==> config.mk <==
export PLATFORM = sky130hd
export DESIGN_NAME = led_gpo_global_config
export DESIGN_NICKNAME = d
export VERILOG_FILES = /design/src/hw/led_matrix_scan.v /design/src/hw/fault_clear_ctl.v /design/src/hw/led_gpo_global_config.v
export VERILOG_INCLUDE_DIRS = /design/src /design/src/hw
export SDC_FILE = /design/constraint.sdc
export NUM_CORES = 1
export LEC_CHECK = 0
export BUFFER_PORTS_ARGS = -buffer_cell sky130_fd_sc_hd__buf_2
export CORE_MARGIN = 10
export CORE_UTILIZATION = 53
export CTS_BUF_LIST = sky130_fd_sc_hd__clkbuf_2
export DETAILED_ROUTE_END_ITERATION = 10
export PLACE_DENSITY = 0.93
export SYNTH_ARGS = -nofsm -noshare
export SYNTH_HDL_FRONTEND = slang
export SYNTH_HIERARCHICAL = 1
export SYNTH_SLANG_ARGS = --single-unit
==> constraint.sdc <==
create_clock -name i_sys_clk -period 2 [get_ports i_sys_clk]
set_input_delay 0.2 -clock i_sys_clk [delete_from_list [all_inputs] [get_ports i_sys_clk]]
set_output_delay 0.2 -clock i_sys_clk [all_outputs]
set_load 0.005 [all_outputs]
==> src/hw/led_gpo_consts.vh <==
`ifndef LED_GPO_CONSTS_VH
`define LED_GPO_CONSTS_VH

// register addresses
`define ADDR_GLOBAL_CFG      8'h0b
`define ADDR_INDICATOR_CTL   8'h0c
`define ADDR_PRIMARY_FAULT   8'h0d

// global configuration fields
`define GC_OUTPUT_MODE_BIT   7
`define GC_AUTO_IND_BIT      6
`define GC_FAULT_CLR_BIT     4
`define GC_FILTER_FREEZE_BIT 3
`define GC_REF_SHORT_EN_BIT  0
`define GC_WRITABLE_MASK     8'hd9
`define GC_RESET             8'h10

// indicator control fields
`define IC_WRITABLE_MASK     8'h3f
`define IC_RESET             8'h00

// primary fault summary layout
`define PF_SECONDARY_BIT     7
`define PF_THERMAL_BIT       0

// frame bit counts
`define FRAME_BITS_CRC       6'd24
`define FRAME_BITS_NOCRC     6'd16

// matrix scan: 100 us per phase at 40 MHz
`define SCAN_PHASE_NS        100000
`define SCAN_CLK_NS          25
`define SCAN_PHASE_CYCLES    (`SCAN_PHASE_NS / `SCAN_CLK_NS)

`endif

==> src/hw/led_matrix_scan.v <==
`timescale 1ns/1ps
`default_nettype none
`include "led_gpo_consts.vh"

// drives a 2-column x 2-row open-drain indicator matrix on pins 1..5
module led_matrix_scan #(
	parameter SCAN_CYCLES = `SCAN_PHASE_CYCLES
) (
	input  wire       i_sys_clk,
	input  wire       i_rst_n,
	input  wire [3:0] i_indicators,
	output reg  [4:0] o_sink_low
);
	reg [15:0] div_q;
	reg        phase_q;
	wire       wrap;

	assign wrap = (div_q == SCAN_CYCLES - 1);

	always @(posedge i_sys_clk or negedge i_rst_n) begin
		if (!i_rst_n) begin
			div_q    <= 16'h0000;
			phase_q  <= 1'b0;
			o_sink_low <= 5'h00;
		end else begin
			div_q <= wrap ? 16'h0000 : div_q + 16'h0001;
			if (wrap)
				phase_q <= ~phase_q;
			// pin 5 is the shared column select, pins 1..4 sink
			o_sink_low[4] <= phase_q;
			o_sink_low[3:0] <= phase_q ?
				{i_indicators[3], 1'b0, i_indicators[2], 1'b0} :
				{1'b0, i_indicators[1], 1'b0, i_indicators[0]};
		end
	end
endmodule
`default_nettype wire

==> src/hw/fault_clear_ctl.v <==
`timescale 1ns/1ps
`default_nettype none
`include "led_gpo_consts.vh"

// holds the primary fault flags and applies the selected clear policy
module fault_clear_ctl (
	input  wire       i_sys_clk,
	input  wire       i_rst_n,
	input  wire       i_fault_clear_mode,
	input  wire       i_cmd_done,
	input  wire       i_cmd_ok,
	input  wire       i_primary_read,
	input  wire [6:0] i_fault_set,
	input  wire       i_secondary_summary,
	output wire [7:0] o_primary_fault
);
	reg  [6:0] flag_q;
	reg  [6:0] flag_d;
	reg  [6:0] clr;

	always @* begin
		clr = 7'h00;
		if (i_fault_clear_mode) begin
			if (i_primary_read)
				clr = 7'h7f;
		end else if (i_cmd_done && i_cmd_ok) begin
			clr = 7'h7e;
		end
		// set wins over clear
		flag_d = (flag_q & ~clr) | i_fault_set;
	end

	always @(posedge i_sys_clk or negedge i_rst_n) begin
		if (!i_rst_n)
			flag_q <= 7'h00;
		else
			flag_q <= flag_d;
	end

	// summary tracks the unmasked secondary bits directly
	assign o_primary_fault = {i_secondary_summary, flag_q};
endmodule
`default_nettype wire

==> src/hw/led_gpo_global_config.v <==
`timescale 1ns/1ps
`default_nettype none
`include "led_gpo_consts.vh"

// Function
// - mode 0: pins 1..5 open-drain matrix
// - mode 1: six push-pull outputs follow register
// - manual select: matrix shows indicator bits
// - autonomous select: indicators track inputs 1..4
// - clear mode 0: good command clears, not thermal
// - secondary summary clears when unmasked bits clear
// - clear mode 1: only primary read clears
// - freeze bit holds filters at mid-scale
// - bit 0 enables reference short detection
// - bit 5 drives pin 6 in mode 1
// - bit 4 drives pin 5 in mode 1
// - bits 3..0 indicators or pin levels
// - summary is OR of unmasked secondary bits
// - wrong clock count command is ignored
// - disabled detection holds reference short flag
module led_gpo_global_config (
	input  wire       i_sys_clk,
	input  wire       i_rst_n,
	input  wire       i_cmd_done,
	input  wire [5:0] i_cmd_bit_count,
	input  wire       i_crc_enable,
	input  wire       i_crc_ok,
	input  wire       i_cmd_write,
	input  wire [7:0] i_cmd_addr,
	input  wire [7:0] i_cmd_wdata,
	output reg  [7:0] o_cmd_rdata,
	input  wire [3:0] i_input_status,
	input  wire [6:0] i_primary_fault_set,
	input  wire [4:0] i_secondary_fault,
	input  wire [4:0] i_secondary_mask,
	input  wire       i_ref_short_detect,
	output reg        o_ref_short_flag,
	output wire       o_ref_short_detect_enable,
	output wire       o_filter_freeze_midscale,
	output wire [7:0] o_primary_fault,
	output reg  [5:0] o_pin_out,
	output reg  [5:0] o_pin_oe_n
);
	reg  [7:0] global_configuration_q;
	reg  [7:0] indicator_output_control_q;
	reg  [3:0] status_s1_q;
	reg  [3:0] status_s2_q;
	reg        short_s1_q;
	reg        short_s2_q;
	wire       cmd_ok;
	wire       wr_good;
	wire       output_mode_select;
	wire       autonomous_indicator_select;
	wire [3:0] indicators;
	wire [4:0] sink_low;
	wire       secondary_summary;

	function frame_len_ok;
		input [5:0] count;
		input       crc_on;
		begin
			frame_len_ok = crc_on ? (count == `FRAME_BITS_CRC) :
				(count == `FRAME_BITS_NOCRC);
		end
	endfunction

	// address match, shared by write decode and read-clear decode
	function addr_is;
		input [7:0] addr;
		input [7:0] target;
		begin
			addr_is = (addr == target);
		end
	endfunction

	// a frame with a wrong bit count or bad crc counts as no command
	assign cmd_ok = frame_len_ok(i_cmd_bit_count, i_crc_enable) &&
		(!i_crc_enable || i_crc_ok);
	assign wr_good = i_cmd_done && cmd_ok && i_cmd_write;

	always @(posedge i_sys_clk or negedge i_rst_n) begin
		if (!i_rst_n) begin
			global_configuration_q     <= `GC_RESET;
			indicator_output_control_q <= `IC_RESET;
		end else if (wr_good) begin
			if (addr_is(i_cmd_addr, `ADDR_GLOBAL_CFG))
				global_configuration_q <=
					i_cmd_wdata & `GC_WRITABLE_MASK;
			if (addr_is(i_cmd_addr, `ADDR_INDICATOR_CTL))
				indicator_output_control_q <=
					i_cmd_wdata & `IC_WRITABLE_MASK;
		end
	end

	assign output_mode_select =
		global_configuration_q[`GC_OUTPUT_MODE_BIT];
	assign autonomous_indicator_select =
		global_configuration_q[`GC_AUTO_IND_BIT];
	assign o_filter_freeze_midscale =
		global_configuration_q[`GC_FILTER_FREEZE_BIT];
	assign o_ref_short_detect_enable =
		global_configuration_q[`GC_REF_SHORT_EN_BIT];

	always @(posedge i_sys_clk or negedge i_rst_n) begin
		if (!i_rst_n) begin
			status_s1_q <= 4'h0;
			status_s2_q <= 4'h0;
			short_s1_q  <= 1'b0;
			short_s2_q  <= 1'b0;
		end else begin
			status_s1_q <= i_input_status;
			status_s2_q <= status_s1_q;
			short_s1_q  <= i_ref_short_detect;
			short_s2_q  <= short_s1_q;
		end
	end

	// reference short flag: follows the synchronized detect input, frozen while detection is off
	always @(posedge i_sys_clk or negedge i_rst_n) begin
		if (!i_rst_n)
			o_ref_short_flag <= 1'b0;
		else if (o_ref_short_detect_enable)
			o_ref_short_flag <= short_s2_q;
	end

	assign indicators = autonomous_indicator_select ?
		status_s2_q :
		indicator_output_control_q[3:0];

	led_matrix_scan u_scan (
		.i_sys_clk    (i_sys_clk),
		.i_rst_n      (i_rst_n),
		.i_indicators (indicators),
		.o_sink_low   (sink_low)
	);

	always @(posedge i_sys_clk or negedge i_rst_n) begin
		if (!i_rst_n) begin
			o_pin_out  <= 6'h00;
			o_pin_oe_n <= 6'h3f;
		end else if (output_mode_select) begin
			o_pin_out  <= indicator_output_control_q[5:0];
			o_pin_oe_n <= 6'h00;
		end else begin
			// open drain: enable only when sinking
			o_pin_out  <= 6'h00;
			o_pin_oe_n <= {1'b1, ~sink_low};
		end
	end

	assign secondary_summary =
		|(i_secondary_fault & ~i_secondary_mask);

	fault_clear_ctl u_fault (
		.i_sys_clk           (i_sys_clk),
		.i_rst_n             (i_rst_n),
		.i_fault_clear_mode  (global_configuration_q[`GC_FAULT_CLR_BIT]),
		.i_cmd_done          (i_cmd_done),
		.i_cmd_ok            (cmd_ok),
		.i_primary_read      (i_cmd_done && cmd_ok && !i_cmd_write &&
			addr_is(i_cmd_addr, `ADDR_PRIMARY_FAULT)),
		.i_fault_set         (i_primary_fault_set),
		.i_secondary_summary (secondary_summary),
		.o_primary_fault     (o_primary_fault)
	);

	always @(posedge i_sys_clk or negedge i_rst_n) begin
		if (!i_rst_n)
			o_cmd_rdata <= 8'h00;
		else begin
			case (i_cmd_addr)
			`ADDR_GLOBAL_CFG:    o_cmd_rdata <= global_configuration_q;
			`ADDR_INDICATOR_CTL: o_cmd_rdata <= indicator_output_control_q;
			`ADDR_PRIMARY_FAULT: o_cmd_rdata <= o_primary_fault;
			default:             o_cmd_rdata <= 8'h00;
			endcase
		end
	end
endmodule
`default_nettype wire

==> reports/qor.yml <==
critical_path:
  cp_slowest_cell: "or4_1"
  cp_data_required_time_ns: 2.41
  path_cells: "or4_1 -> nor4_1 -> and3_2 -> xor2_2"
  reg2reg_slack_ns: 0.29
  crit_path_max_fanout: 10
  rr_endpoint: "u_scan/phase_q"
  end_kind: "flip-flop"
  worst-path-buf-inv: 0
  cp_num_cells: 4
  timing.rr.start: "u_scan/div_q[5]"
  ff2ff_path_depth: 4
  path_class: "reg2reg"
  crit_family: "simple AND/OR/NAND/NOR gates"
  worst_path_largest_cell_delay_ns: 0.52
  critical_path.startpoint_type: "flip-flop"
  crit_arrival_ns: 2.12
  setup.worst_path.start: "u_scan/div_q[5]"
floorplanning:
  die_h_um: 92.8
  core-area_sq_um: 5110
  fp.dieW_um: 92.8
  dieArea_sq_um: 8600
  rows: 26
  ios: 81
  start_util: 0.549
min_path:
  hold_depth: 4
  whs_endpoint: "o_cmd_rdata[7]"
  holdCritStartpoint: "i_secondary_fault[4]"
  worst_hold_path_type: "in2reg"
drt:
  drc: 0
  ant_nets: 0
  firstDrtPassIters: 5
  drtIter0Drc: 115
  via_count: 2029
  drt-total-wl_mm: 6.57
  via_per_inst: 5.15
  wl_per_cell_um: 16.7
power_and_ir_drop:
  p_per_area_nw_per_um2: 639
  clkPwrFrac: 0.315
  switching_share: 0.226
  switchingPower_uw: 525
  internal_power_mw: 1.80
  peakVddDrop_mv: 0.385
  cellLeakagePower_nw: 1.82
  p_comb_frac: 0.061
  pwr-share-seq: 0.624
logic_synthesis:
  synth_top_family_by_area: "simple AND/OR/NAND/NOR gates"
  syn-num-nets: 257
  ys.flop_type: "dfrtp_1"
  synth_area_sq_um: 2810
  syn_area_per_cell_sq_um: 13.6
  synth-seq-cells: 71
  synth-compound-area-share: 0.0629
  yosysSeqAreaShare: 0.636
  yosys-mux-area-fraction: 0.0723
  synth_edf_count: 0
  synthArstFlopShare: 1.00
  yosysTopAreaCell: "dfrtp_1"
  yosys.cell_types.count: 40
  synthSimpleGateAreaFrac: 0.142
  synth_xor_area_frac: 0.0495
  yosysWarnings: 6
  synth_fa_ha_area_frac: 0.00446
  netlist.area_leader.share: 0.571
  syn_inst: 206
  synth.top_cells.by_area: "dfrtp_1 (57%), dfstp_2 (6.6%), xnor2_1 (3.4%)"
cts:
  htree_levels: 3
  cts_buffers: 9
  cts_tree: "built"
  cts_setup_buffers: 0
  clock_path_buffers: 2
  clk_latency_ns: 0.46
  clock_sinks: 71
  cts_root_buf: "clkbuf_2"
  clk_pin_slew_worst_paths_ns: 0.17
sta:
  setup_tns_ns: 0
  relSlewSlack: 0.730
  fmax_mhz: 583
  hold_viol_final: 0
  slew_viol_final: 0
  min_period_over_period: 0.857
  finalSetupViolations: 0
  rsz0062_at_grt: "false"
  finClkSkew_ns: 0.0123
  worstMarginPinSlew_ns: 0.395
  fin_crit_ns: 1.71
final_layout:
  drive_gt1_frac: 0.398
  final_core_util: 0.713
  area_growth_pct: 29.8
  diodes: 0
  final_cell_mix: "buf_2 (80), dfrtp_1 (64), dlygate4sd3_1 (21)"
  fillers: 353
  mostFrequentLayoutCell: "buf_2"
  nNetsFinal: 371
place:
  gp_congestion: 0.853
  dpl.hpwl_mm: 4.92
  port_buffers: 80
global_route:
  grt_max_degree: 72
  grt_pass1_vias: 2220
  grt_usage: 0.158
  grt_pass1_wl_mm: 10.6
  grt_overflow: 0
  grt_antenna_before_repair: 0
outcome:
  status: "complete, no violations"
job:
  drv_cap: 0
## kinds of logic after synthesis
| kind of cell | after synthesis |
|---|---|
| flops | 71 |
| simple gates | 66 |
| compound gates | 19 |
| buf+inv | 18 |
| mux | 16 |
| xor+xnor | 15 |
| fa+ha+maj | 1 |
## registers in the layout, indices dropped and copies added, names as in the netlist
name / count
u_scan/o_sink_low: 5
o_cmd_rdata: 8
o_pin_oe_n: 6
u_scan/div_q: 16
short_s1_q: 1
indicator_output_control_q: 6
o_ref_short_flag: 1
short_s2_q: 1
u_fault/flag_q: 7
status_s1_q: 4
status_s2_q: 4
global_configuration_q: 5
o_pin_out: 6
u_scan/phase_q: 1
## metal layers
metal / vias to the layer above / part of all wire / track usage / wire, um
met5: - / 0 / 0 / 0
met4: 0 / 0.038 / 0.0977 / 247
met3: 23 / 0.065 / 0.0428 / 426
met2: 73 / 0.52 / 0.271 / 3400
met1: 985 / 0.38 / 0.169 / 2490
li1: 948 / - / - / -
## power groups by stage
stage	sequential [mW]	clock [mW]	combinational, mW
final	1.45	0.734	0.141
after global routing	1.46	0.836	0.157
after CTS	1.45	0.748	0.143
after detailed placement	1.48	0	0.110
after global placement	1.48	0	0.106
after floorplan	1.48	0	0.0194
## cells in the mapped netlist, types with 2 or more instances
library cell	count
and3_1	4
nand4_1	3
nor4_2	2
inv_1	13
mux2_4	6
xor2_1	3
buf_6	2
nor4_1	2
a222oi_1	4
mux2_1	3
a31o_1	6
nand2_1	7
dfstp_2	7
xnor2_1	11
dfrtp_1	64
nor2b_1	3
and2_1	8
mux2_2	7
nor3_1	3
a22o_1	5
buf_4	2
nor2_1	17
nand3_1	7
## worst max-delay path by stage
| stage | end | slack, ns |
|---|---|---|
| final | u_scan/phase_q | 0.29 |
| after global routing | u_scan/div_q[11] | 0.15 |
| after CTS | u_scan/div_q[3] | 0.17 |
| after detailed placement | global_configuration_q[0] | 0.05 |
| after global placement | global_configuration_q[3] | 0.09 |
| after floorplan | u_fault/flag_q[1] | 0.12 |
## final cells by class
cell class              instances  area (sq um)  area share
clock buffers                  10          50.0      0.0137
well taps                      70          87.6      0.0241
clock inverters                 5          50.0      0.0137
flip-flops and latches         71          1790       0.490
multi-input cells             117           931       0.256
inverters                      13          48.8      0.0134
repair buffers                108           688       0.189
## repair_timing
item / CTS / global route
resized for setup: 0 / 1
setup endpoints to repair: 0 / 2
endpoints found under the hold margin: 87 / 0
hold buffers: 21 / 0
## worst reg2reg max path, cell delays in order, from the launching register on
cell     delay, ns
dfrtp_1       0.46
or4_1         0.52
nor4_1        0.16
and3_2        0.37
xor2_2        0.15
## stage by stage
step                hold slack (ns)  cell area [sq um]  total power, mW  worst slack, ns  cells
finish                        0.131               3640             2.33            0.285    394
global route                 0.0769               3640             2.45            0.149    394
CTS                           0.107               3640             2.34            0.173    394
detailed placement            0.251               3330             1.59           0.0486    358
global placement              0.242               3330             1.58           0.0858    358
floorplan                   -0.0956               2810             1.50            0.119    206
No activity file was read; power rests on OpenSTA's default activity.
